`src/core/ufd_pkg.sv`:
```
/*
  constants for the uart queue-depth and infrared select logic.
  assumes one 10 MHz clock and synchronous user-side inputs.
*/
// Contract
// - strap low: queues limited to sixteen entries
// - strap high: queues hold 128 entries
// - software reads live strap level anytime
// - bit5 write with divisor latch forces 128
// - enhanced mode forces 128 entry queues
// - modem bit6 in enhanced: infrared transmit
// - infrared enabled: receiver decodes infrared input
// - shared pin: second irq or clock-run
// - primary irq carries both functions by default
package ufd_pkg;
  localparam int CHANNELS = 2;
  localparam int DATA_W = 8;
  localparam int QUEUE_DEPTH = 128;
  localparam int LEVEL_W = 8;
  localparam logic [7:0] LEGACY_DEPTH = 8'h10;
  localparam logic [7:0] EXT_DEPTH = 8'h80;
  localparam int QCR_EXT_BIT = 5;
  localparam int LFR_LATCH_BIT = 7;
  localparam int MLCR_IRDA_BIT = 6;
  localparam logic [3:0] BIT_TICKS_LAST = 4'hf;
  localparam logic [3:0] IRDA_PULSE_TICKS = 4'h3;
  localparam logic [3:0] TX_CNT_RESET = 4'hf;
  localparam logic EXT_LATCH_RESET = 1'b0;
  typedef enum logic [0:0] {
    UFD_RX_IDLE = 1'b0,
    UFD_RX_PULSE = 1'b1
  } ufd_rx_state_t;
endpackage

```
`src/core/ufd_fifo.sv`:
```
/*
  synchronous fifo with a registered output stage and a run-time cap.
  assumes depth is a power of two and limit never exceeds depth.
*/
`timescale 1ns/100ps
`default_nettype none
module ufd_fifo #(
  parameter int WIDTH = 8,
  parameter int DEPTH = 16
) (
  input wire logic clk,
  input wire logic rst_n,
  input wire logic [$clog2(DEPTH+1)-1:0] limit,
  input wire logic in_valid,
  output logic in_ready,
  input wire logic [WIDTH-1:0] in_data,
  output logic out_valid,
  input wire logic out_ready,
  output logic [WIDTH-1:0] out_data,
  output logic [$clog2(DEPTH+1)-1:0] level
);
  localparam int AW = $clog2(DEPTH);
  localparam int CW = $clog2(DEPTH+1);
  logic [WIDTH-1:0] mem [DEPTH];
  logic [AW-1:0] wr_ptr, rd_ptr, next_wr_ptr, next_rd_ptr;
  logic [CW-1:0] cnt, next_cnt, next_level;
  logic next_in_ready, next_out_valid;
  logic [WIDTH-1:0] next_out_data;
  logic push, load;

  // ready is recomputed from the next fill, so a lowered cap stalls the source from the next clock edge
  always_comb
  begin
    push = in_valid && in_ready;
    load = (cnt != '0) && (!out_valid || out_ready);
    next_wr_ptr = push ? wr_ptr + AW'(1) : wr_ptr;
    next_rd_ptr = load ? rd_ptr + AW'(1) : rd_ptr;
    next_cnt = cnt + CW'(push) - CW'(load);
    next_out_valid = load ? 1'b1 : (out_ready ? 1'b0 : out_valid);
    next_out_data = load ? mem[rd_ptr] : out_data;
    next_level = next_cnt + CW'(next_out_valid);
    next_in_ready = next_level < limit;
  end

  // state registers
  always_ff @(posedge clk or negedge rst_n)
  begin
    if (!rst_n)
    begin
      wr_ptr <= '0;
      rd_ptr <= '0;
      cnt <= '0;
      out_valid <= 1'b0;
      out_data <= '0;
      level <= '0;
      in_ready <= 1'b0;
    end
    else
    begin
      wr_ptr <= next_wr_ptr;
      rd_ptr <= next_rd_ptr;
      cnt <= next_cnt;
      out_valid <= next_out_valid;
      out_data <= next_out_data;
      level <= next_level;
      in_ready <= next_in_ready;
    end
  end

  // storage has no reset; the output stage hides stale words
  always_ff @(posedge clk)
  begin
    if (push)
    begin
      mem[wr_ptr] <= in_data;
    end
  end
endmodule
`default_nettype wire

```
`src/core/ufd_top.sv`:
```
/*
  queue-depth selection, infrared pin switching and host irq pin use for
  two uart channels, with one transmit queue per channel.
  assumes register bits arrive as decoded levels and write pulses, and
  that baud16_tick is a one-cycle enable at sixteen times the bit rate.
*/
`timescale 1ns/100ps
`default_nettype none
module ufd_top (
  input wire logic clk,
  input wire logic rst_n,
  input wire logic fifo_depth_strap,
  output logic strap_level,
  input wire logic [1:0] queue_control_wr,
  input wire logic [1:0][7:0] queue_control_reg,
  input wire logic [1:0][7:0] line_format_reg,
  input wire logic [1:0][7:0] modem_line_control_reg,
  input wire logic [1:0] enhanced_mode,
  output logic [1:0] depth_is_128,
  input wire logic [1:0] tx_in_valid,
  output logic [1:0] tx_in_ready,
  input wire logic [1:0][7:0] tx_in_data,
  output logic [1:0] tx_out_valid,
  input wire logic [1:0] tx_out_ready,
  output logic [1:0][7:0] tx_out_data,
  output logic [1:0][7:0] tx_level,
  input wire logic baud16_tick,
  input wire logic [1:0] tx_serial,
  input wire logic [1:0] tx_bit_start,
  output logic [1:0] serial_tx_pin,
  input wire logic [1:0] serial_rx_pin,
  output logic [1:0] rx_serial,
  input wire logic func0_irq,
  input wire logic func1_irq,
  input wire logic func1_to_secondary,
  input wire logic mini_pci_mode,
  input wire logic clkrun_request,
  output logic primary_irq_line_o,
  output logic primary_irq_line_oe,
  output logic secondary_irq_line_o,
  output logic secondary_irq_line_oe,
  input wire logic secondary_irq_line_i
);
  logic strap_meta, next_strap_meta, next_strap_level;
  logic [1:0] ext_latch, next_ext_latch, next_depth;
  logic [1:0] irda_on;
  logic [1:0][3:0] tx_cnt, next_tx_cnt, rx_cnt, next_rx_cnt;
  ufd_pkg::ufd_rx_state_t [1:0] rx_state, next_rx_state;
  logic [1:0] next_tx_pin, next_rx_serial;
  logic next_pri_oe, next_sec_oe, sec_level;

  // strap sync and depth choice; first stage is read only by the second
  always_comb
  begin
    next_strap_meta = fifo_depth_strap;
    next_strap_level = strap_meta;
    for (int c = 0; c < ufd_pkg::CHANNELS; c++)
    begin
      next_ext_latch[c] = ext_latch[c];
      if (queue_control_wr[c] && line_format_reg[c][ufd_pkg::LFR_LATCH_BIT])
      begin
        next_ext_latch[c] = queue_control_reg[c][ufd_pkg::QCR_EXT_BIT];
      end
      // strap low alone leaves the legacy cap in force
      next_depth[c] = strap_level || ext_latch[c] || enhanced_mode[c];
    end
  end

  // depth registers
  always_ff @(posedge clk or negedge rst_n)
  begin
    if (!rst_n)
    begin
      strap_meta <= 1'b0;
      strap_level <= 1'b0;
      ext_latch <= {2{ufd_pkg::EXT_LATCH_RESET}};
      depth_is_128 <= 2'h0;
    end
    else
    begin
      strap_meta <= next_strap_meta;
      strap_level <= next_strap_level;
      ext_latch <= next_ext_latch;
      depth_is_128 <= next_depth;
    end
  end

  // one transmit queue per channel, capped by the selected depth
  for (genvar g = 0; g < ufd_pkg::CHANNELS; g++)
  begin : g_queue
    ufd_fifo #(
      .WIDTH(ufd_pkg::DATA_W),
      .DEPTH(ufd_pkg::QUEUE_DEPTH)
    ) u_queue (
      .clk(clk),
      .rst_n(rst_n),
      .limit(depth_is_128[g] ? ufd_pkg::EXT_DEPTH : ufd_pkg::LEGACY_DEPTH),
      .in_valid(tx_in_valid[g]),
      .in_ready(tx_in_ready[g]),
      .in_data(tx_in_data[g]),
      .out_valid(tx_out_valid[g]),
      .out_ready(tx_out_ready[g]),
      .out_data(tx_out_data[g]),
      .level(tx_level[g])
    );
  end

  // infrared encode and decode; a pulse is three of sixteen ticks
  always_comb
  begin
    for (int c = 0; c < ufd_pkg::CHANNELS; c++)
    begin
      irda_on[c] = enhanced_mode[c] && modem_line_control_reg[c][ufd_pkg::MLCR_IRDA_BIT];
      next_tx_cnt[c] = tx_cnt[c];
      if (tx_bit_start[c])
      begin
        next_tx_cnt[c] = 4'h0;
      end
      else if (baud16_tick && tx_cnt[c] != ufd_pkg::BIT_TICKS_LAST)
      begin
        next_tx_cnt[c] = tx_cnt[c] + 4'h1;
      end
      // a zero bit is sent as a short high pulse, a one as no light
      next_tx_pin[c] = irda_on[c] ? (!tx_serial[c] && (next_tx_cnt[c] < ufd_pkg::IRDA_PULSE_TICKS))
                                  : tx_serial[c];
      next_rx_state[c] = rx_state[c];
      next_rx_cnt[c] = rx_cnt[c];
      case (rx_state[c])
        ufd_pkg::UFD_RX_IDLE:
        begin
          if (serial_rx_pin[c])
          begin
            next_rx_state[c] = ufd_pkg::UFD_RX_PULSE;
            next_rx_cnt[c] = 4'h0;
          end
        end
        ufd_pkg::UFD_RX_PULSE:
        begin
          // stretch the short pulse over one whole bit time
          if (baud16_tick)
          begin
            next_rx_cnt[c] = rx_cnt[c] + 4'h1;
            if (rx_cnt[c] == ufd_pkg::BIT_TICKS_LAST && !serial_rx_pin[c])
            begin
              next_rx_state[c] = ufd_pkg::UFD_RX_IDLE;
            end
          end
        end
        default:
        begin
          next_rx_state[c] = ufd_pkg::UFD_RX_IDLE;
        end
      endcase
      next_rx_serial[c] = irda_on[c] ? (next_rx_state[c] == ufd_pkg::UFD_RX_IDLE)
                                     : serial_rx_pin[c];
    end
  end

  // line coding registers
  always_ff @(posedge clk or negedge rst_n)
  begin
    if (!rst_n)
    begin
      tx_cnt <= {2{ufd_pkg::TX_CNT_RESET}};
      rx_cnt <= '0;
      rx_state[0] <= ufd_pkg::UFD_RX_IDLE;
      rx_state[1] <= ufd_pkg::UFD_RX_IDLE;
      serial_tx_pin <= 2'h3;
      rx_serial <= 2'h3;
    end
    else
    begin
      tx_cnt <= next_tx_cnt;
      rx_cnt <= next_rx_cnt;
      rx_state <= next_rx_state;
      serial_tx_pin <= next_tx_pin;
      rx_serial <= next_rx_serial;
    end
  end

  // open-drain pins only ever pull low; the shared pin changes role with bus mode
  always_comb
  begin
    sec_level = secondary_irq_line_i;
    next_pri_oe = func0_irq || (func1_irq && (mini_pci_mode || !func1_to_secondary));
    // clock-run is held low only while the host tries to stop the clock
    next_sec_oe = mini_pci_mode ? (clkrun_request && sec_level)
                                : (func1_irq && func1_to_secondary);
  end

  // irq pin registers
  always_ff @(posedge clk or negedge rst_n)
  begin
    if (!rst_n)
    begin
      primary_irq_line_oe <= 1'b0;
      secondary_irq_line_oe <= 1'b0;
      primary_irq_line_o <= 1'b0;
      secondary_irq_line_o <= 1'b0;
    end
    else
    begin
      primary_irq_line_oe <= next_pri_oe;
      secondary_irq_line_oe <= next_sec_oe;
      primary_irq_line_o <= 1'b0;
      secondary_irq_line_o <= 1'b0;
    end
  end
endmodule
`default_nettype wire

```
`config.mk`:
```
export PLATFORM = sky130hd
export DESIGN_NAME = ufd_top
export DESIGN_NICKNAME = d
export VERILOG_FILES = /design/src/core/ufd_pkg.sv /design/src/core/ufd_fifo.sv /design/src/core/ufd_top.sv
export SDC_FILE = /design/constraint.sdc
export NUM_CORES = 2
export LEC_CHECK = 0
export BUFFER_PORTS_ARGS = -buffer_cell sky130_fd_sc_hd__buf_2
export CAP_MARGIN = 5
export CORE_MARGIN = 2
export CORE_UTILIZATION = 50
export CTS_CLUSTER_SIZE = 40
export DETAILED_ROUTE_END_ITERATION = 10
export PLACE_DENSITY = 0.67
export REMOVE_ABC_BUFFERS = 1
export SYNTH_ARGS = -nofsm -noshare
export SYNTH_HDL_FRONTEND = slang
export SYNTH_SLANG_ARGS = --single-unit
```
`constraint.sdc`:
```
create_clock -name clk -period 3.8 [get_ports clk]
set_input_delay 0.57 -clock clk [delete_from_list [all_inputs] [get_ports clk]]
set_output_delay 0.57 -clock clk [all_outputs]
set_load 0.01 [all_outputs]
```
; ---- Yosys cells after proc, flatten, opt, wreduce, memory -nomap -nowiden
; Memory sizes are Yosys's and may differ from the RTL's. A register that Yosys moved wholly into a read port is not among the register bits.
; Cells that the tools add are included.
[classes]
eq_ne = 8
bitwise_logic = 4
n_addsub = 14
n_lt_le_gt_ge = 4
reduce_logical = 38
mux = 33
[ops]
columns = op, count
row1 = adder 8 x 1 -> 8 bit, 4
row2 = two-way mux 4 bit, 8
row3 = "adder 7 x 1 -> 7 bit, second input constant", 4
row4 = two-way mux 1 bit, 19
row5 = logical AND 1 bit, 17
row6 = "adder 4 x 1 -> 4 bit, second input constant", 4
row7 = < comparator 8 bit, 2
row8 = two-way mux 8 bit, 2
row9 = one-hot mux 4 bit (2 select lines), 2
row10 = nonzero test 8 bit, 2
row11 = subtractor 8 x 1 -> 8 bit, 2
row12 = logical NOT 1 bit, 9
row13 = "== test 4 bit, second input constant", 2
row14 = logical OR 1 bit, 8
row15 = "< comparator 4 x 2 -> 1 bit, second input constant", 2
row16 = "inequality test 2 bit, second input constant", 4
row17 = "inequality test 4 bit, second input constant", 2
row18 = inverter 1 bit, 4
row19 = one-hot mux 1 bit (2 select lines), 2
row20 = AND reduction 2 bit, 2
[totals]
ram_bits = 2048
ff_bits = 94
n_memories = 2
inputBits = 88
[mem_list]
columns = memory, depth, width, read_ports, rd_clocked_by_memory_dff, wr, line_no
row1 = g_queue[0].u_queue.mem, 128, 8, 1, 1, 1, ufd_fifo.sv:24  ; logic [WIDTH-1:0] mem [DEPTH];
row2 = g_queue[1].u_queue.mem, 128, 8, 1, 1, 1, ufd_fifo.sv:24

; ---- Longest topological paths before layout
[logic_depth]
ltp_word = 7
depth_mapped = 19
depth_no_buf = 18

; ---- Modules after synthesis
; A second synthesis with hierarchy kept.
[hier_totals]
hier_cells = 4462
hier_area_um2 = 85620.9
[modules_own_cells]
columns = module, instances, area_per_inst_um2, cells_per_inst, seq_area_each_um2
row1 = ufd_fifo (g_queue[0].u_queue), 1, 42424.4, 2226, 31750.5
row2 = ufd_fifo (g_queue[1].u_queue), 1, 41767.6, 2102, 31750.5
row3 = ufd_top, 1, 1428.9, 134, 765.7

; ---- Worst setup path after synthesis
; OpenSTA, ideal clock, no wires.
[synth_timing]
path_kind = reg-to-reg
from = register g_queue[1].u_queue.cnt[4]
to = register g_queue[1].u_queue.in_ready
arrival_ns = 4.095
period_less_slack_ns = 4.205
setup_slack_ns = -0.405
required_ns = 3.690
setup_ns = 0.110
stages_incl_launch_ff = 19
cell_sequence = dfrtp_1 inv_1 ha_1 and4b_1 a21oi_1 clkbuf_1 ha_1 inv_1 ha_1 inv_1 fa_1 xnor2_1 nand3_1 nor4_2 nand3_1 xnor2_1 ha_1 or2_2 o41ai_1
[synth_between]
elab_chain_cells = 5
word_cells_on_any_way = 7
cone_classes = add/sub: 3 / order compare: 1 / mux: 1 / reduce/logical: 2
[synth_lines]
columns = item, line_no
row1 = "start, declared", ufd_fifo.sv:26  ; logic [CW-1:0] cnt, next_cnt, next_level;
row2 = "start signal, assigned", ufd_fifo.sv:62  ; cnt <= next_cnt;
row3 = nonzero test 8 bit, ufd_fifo.sv:35  ; load = (cnt != '0) && (!out_valid || out_ready);
row4 = logical AND 1 bit, ufd_fifo.sv:35
row5 = named net g_queue[1].u_queue.load, ufd_fifo.sv:29  ; logic push, load;
row6 = subtractor 8 x 1 -> 8 bit, ufd_fifo.sv:38  ; next_cnt = cnt + CW'(push) - CW'(load);
row7 = named net g_queue[1].u_queue.next_cnt[2], ufd_fifo.sv:26
row8 = adder 8 x 1 -> 8 bit, ufd_fifo.sv:41  ; next_level = next_cnt + CW'(next_out_valid);
row9 = named net g_queue[1].u_queue.next_level[7], ufd_fifo.sv:26
row10 = < comparator 8 bit, ufd_fifo.sv:42  ; next_in_ready = next_level < limit;
row11 = named net g_queue[1].u_queue.next_in_ready, ufd_fifo.sv:27  ; logic next_in_ready, next_out_valid;
row12 = "end signal, assigned", ufd_fifo.sv:66  ; in_ready <= next_in_ready;
row13 = "end, declared", ufd_fifo.sv:15  ; output logic in_ready,
; The timed path passes the listed nets, and every way through them passes these cells.
; A chain may end at the register's enable or synchronous reset.

; ---- Worst setup path in the final report
[layout_timing]
from = register g_queue[0].u_queue.cnt[4]
to = register g_queue[0].u_queue.in_ready
[layout_between]
elab_chain_cells = 5
word_cells_on_any_way = 7
cone_classes = add/sub: 3 / order compare: 1 / mux: 1 / reduce/logical: 2
[layout_lines]
columns = item, line_no
row1 = "start, declared", ufd_fifo.sv:26
row2 = "start signal, assigned", ufd_fifo.sv:62
row3 = nonzero test 8 bit, ufd_fifo.sv:35
row4 = logical AND 1 bit, ufd_fifo.sv:35
row5 = subtractor 8 x 1 -> 8 bit, ufd_fifo.sv:38
row6 = named net g_queue[0].u_queue.next_cnt[2], ufd_fifo.sv:26
row7 = adder 8 x 1 -> 8 bit, ufd_fifo.sv:41
row8 = named net g_queue[0].u_queue.next_level[7], ufd_fifo.sv:26
row9 = < comparator 8 bit, ufd_fifo.sv:42
row10 = named net g_queue[0].u_queue.next_in_ready, ufd_fifo.sv:27
row11 = "end signal, assigned", ufd_fifo.sv:66
row12 = "end, declared", ufd_fifo.sv:15
; The timed path passes the listed nets, and every way through them passes these cells.

==> metrics.txt <==
Psw=21.1 mW; Critical Path RT=roughly 4.5 ns; post-synthesis cell type count=80; area leader, netlist=sky130_fd_sc_hd__edfxtp_1; Final Max Slew Viols=0; Horiz. Die Dim=around 420 um; share of the clock period used by the worst path=0.954; Skew-Pair Late Insertion Delay=approximately 0.86 ns; count of warnings emitted by yosys=0; Worst Clk Skew=~0.047 ns; WL final=between 150,000 and 200,000 um; leakage power total=32.1 nW; number of standard-cell rows in the floorplan=between 150 and 200; GRT Resource Usage Total=0.224; MaxCap Viol Count=0; category of the critical setup timing path=flip-flop to flip-flop; Layout Cells excl Fill=between 7,000 and 8,000; total setup violations reported at the end of the flow=0; Post-Route Utilization=0.573; deepest clock path buffer count=3; largest net degree at the start of global routing=~130; hold slack final=approximately 0.07 ns; worst ir drop on vdd=between 500 and 600 uV; area taken by multi-input logic gates=between 0.015 and 0.02 mm2; switching part of the total power=0.309; final-layout setup total negative slack=0 ns; clock sink count=between 2,000 and 2,500; startpoint types=flip-flop; DIE AREA=roughly 0.17 mm2; proportion of power drawn by flip-flops and latches=0.410; Top delay family on crit path=adder cells; routability cong.=approximately 0.85; worst setup slack after placement=-0.184 ns; instance count after placement with tap cells included=a little under 7,000; CTS tree=built; Setup crit start=g_queue[0].u_queue.cnt[4]$_DFF_PN0_; Die Span Y=~420 um; share of power burned in the clock network=0.295; Synth Area per Inst=slightly below 20 um2; Post-DP Area=~0.090 mm2; I/O Pins=between 100 and 150; sequential-to-total area share from yosys stat=0.753; clock-pin slew on the worst setup and hold paths=~0.06 ns; part of the total power dissipated in combinational logic=0.296; crit-path max FO=2; worst r2r src=g_queue[0].u_queue.cnt[4]$_DFF_PN0_; total internal power=47.0 mW; main flop type after synthesis=sky130_fd_sc_hd__edfxtp_1; number of input and output port buffers inserted=90; area share of the leading cell type in the synthesized netlist=0.721; vias in the first global route=roughly 44,000; stage delay of the slowest cell on the critical path=0.38 ns; Synth async-reset ratio=0.0510; total number of H-tree levels=4; global-route wire length before repair=between 200,000 and 300,000 um; setup slack after layout=approximately 0.17 ns; critical path's slowest cell=sky130_fd_sc_hd__dfrtp_1; leading cell type in the layout, fill and taps excluded=sky130_fd_sc_hd__edfxtp_1; Post-Syn Instances=~4,400; start point of the worst hold path=modem_line_control_reg[6]; total power of the final layout=approximately 68 mW; final hold viol count=0; pwr/cell area=roughly 700 mW/mm2; flop and latch count out of synthesis=roughly 2,200; fraction of layout instances using a drive strength above 1=0.248; Slew HR=0.143; detailed placer's ending HPWL=120,000 um; vias per std cell=6.00; Sequential cell area=~0.064 mm2; CP Capture Type=flip-flop; number of optimization iterations in the first detailed-route pass=5; cell area after synthesis=between 0.08 and 0.09 mm2; Worst Hold Class=input port to flip-flop; via count=about 43,000; data arrival time of the critical path=4.37 ns; final worst path period need=approximately 3.6 ns; antenna violations before repair=1; cell breakdown of the critical path=inv_1, ha_1, a41oi_2, ha_1, inv_1, ha_1, fa_2, buf_4, xor2_2, nand3_2, nor3_2, nand3_2, xnor2_1, ha_2, or3_1, o32ai_2; dominant cells by area after synthesis=sky130_fd_sc_hd__edfxtp_1 72%, sky130_fd_sc_hd__mux4_2 10%, sky130_fd_sc_hd__mux2i_1 3.8%; DRC viols=0; Remaining Overflow, GRT=0; area inside the core boundary=between 0.15 and 0.2 mm2; commonest cells after routing, fill and taps aside=2,048 x sky130_fd_sc_hd__edfxtp_1, 391 x sky130_fd_sc_hd__mux4_2, 342 x sky130_fd_sc_hd__buf_4; number of enable-type register cells in the synthesized netlist=2,048; # nets final=4,929; final-layout fill cell count=12,400; cell chosen for the clock root=sky130_fd_sc_hd__clkbuf_16; iteration-0 DRC count of the detailed router=4,236; antenna-violating nets left=0; effective utilization at floorplan=0.503; result of the run=finished clean; maximum clock frequency=around 280 MHz; routed wire length per instance=27.2 um; Syn-to-layout area delta=13.8%; Worst Max-Slew Pin Slew=~1.3 ns; most used cell along the critical path=sky130_fd_sc_hd__ha_1; Finished Cell Area=between 0.09 and 0.1 mm2; number of CTS-inserted buffers=208; buffering stage count on the worst path with inverters included=3
[layout make-up]
cell class / count / area share
flip-flops and latches: 2158 / 0.662
multi-input cells: 1928 / 0.201
well taps: 2218 / 0.0286
clock inverters: 113 / 0.0119
clock buffers: 258 / 0.0562
diodes: 1 / 0.0000258
inverters: 43 / 0.00166
repair buffers: 464 / 0.0383
[worst reg2reg max path, delay by kind of cell (launching register included)]
family                   cells  cell delay [ns]
adder cells (fa/ha/maj)      5             1.29
AND/OR/NAND/NOR              4             0.84
AO/OA/AOI/OAI                2             0.41
flip-flops                   1             0.38
XOR/XNOR                     2             0.35
buffers and inverters        3             0.27
[registers in the layout, indices dropped and copies added (netlist names), 2 cells and up]
signal,flops
g_queue.u_queue.out_valid,2
g_queue.u_queue.level,16
serial_tx_pin,2
depth_is_128,2
g_queue.u_queue.cnt,16
tx_cnt,8
rx_serial,2
rx_state,2
g_queue.u_queue.mem,2048
rx_cnt,8
g_queue.u_queue.in_ready,2
g_queue.u_queue.out_data,16
g_queue.u_queue.wr_ptr,14
g_queue.u_queue.rd_ptr,14
ext_latch,2
[synthesized netlist by cell type (16+ instances only)]
cell,n
sky130_fd_sc_hd__edfxtp_1,2048
sky130_fd_sc_hd__mux4_2,391
sky130_fd_sc_hd__mux2i_1,320
sky130_fd_sc_hd__nor2_1,300
sky130_fd_sc_hd__nand2_1,123
sky130_fd_sc_hd__clkbuf_1,107
sky130_fd_sc_hd__dfrtp_1,98
sky130_fd_sc_hd__nand3_1,94
sky130_fd_sc_hd__a21oi_1,82
sky130_fd_sc_hd__o22ai_1,68
sky130_fd_sc_hd__buf_2,47
sky130_fd_sc_hd__a22oi_1,44
sky130_fd_sc_hd__inv_1,41
sky130_fd_sc_hd__o21ai_0,40
sky130_fd_sc_hd__buf_4,37
sky130_fd_sc_hd__ha_1,36
sky130_fd_sc_hd__mux2_2,36
sky130_fd_sc_hd__xnor2_1,35
sky130_fd_sc_hd__a221oi_1,34
sky130_fd_sc_hd__nor2b_1,31
sky130_fd_sc_hd__a211oi_1,24
sky130_fd_sc_hd__buf_1,23
sky130_fd_sc_hd__buf_6,19
sky130_fd_sc_hd__o21ai_1,19
sky130_fd_sc_hd__nor3_1,16
sky130_fd_sc_hd__xor2_1,16
[per-layer routing]
layer	track usage	up-vias	part of all wire
li1	-	18700	-
met1	0.306	22600	0.41
met2	0.374	1487	0.51
met3	0.0303	337	0.057
met4	0.0775	0	0.032
met5	0	-	0
[cells by family (layout without fill, tap and decap cells)]
family | Yosys count | after routing | share of synthesized area
AOI/OAI and AO/OA | 437 | 437 | 0.0356
xor gates and xnor gates | 51 | 51 | 0.00524
adders and majority gates | 38 | 38 | 0.00575
buffers and inverters | 291 | 878 | 0.0192
DFF | 2158 | 2158 | 0.753
muxes | 749 | 749 | 0.146
other | 1 | 3 | 0.0000440
and+or+nand+nor | 651 | 651 | 0.0345
[power groups by stage]
stage	sequential, mW	clock (mW)	combinational, mW
2_1_floorplan	29.0	0	10.1
3_3_place_gp	28.4	0	19.6
3_5_place_dp	28.4	0	19.8
4_1_cts	27.9	20.3	19.9
5_1_grt	28.0	21.3	21.3
6_report	27.9	20.1	20.1
[timing repair]
| item | CTS | global route |
|---|---|---|
| gates resized for setup | 3 | 25 |
| hold buffers | 19 | 0 |
| endpoints found under the hold margin | 89 | 0 |
| endpoints found under the setup margin | 2 | 2 |
| pin swaps | 2 | 14 |
| setup buffers | 0 | 4 |
[final timing paths]
path / end / slack [ns] / cells after the start
max in group asynchronous: tx_cnt[4]$_DFF_PN1_ / 2.48 / 3
hold / removal: rx_serial[0]$_DFF_PN1_ / 0.07 / 3
setup reg to reg: g_queue[0].u_queue.in_ready$_DFF_PN0_ / 0.17 / 16
hold reg to reg: strap_level$_DFF_PN0_ / 0.35 / 0
setup / recovery: g_queue[0].u_queue.in_ready$_DFF_PN0_ / 0.17 / 16
min in group asynchronous: g_queue[0].u_queue.rd_ptr[0]$_DFFE_PN0P_ / 0.36 / 2
Note: power is estimated with default switching activity, not from simulation.
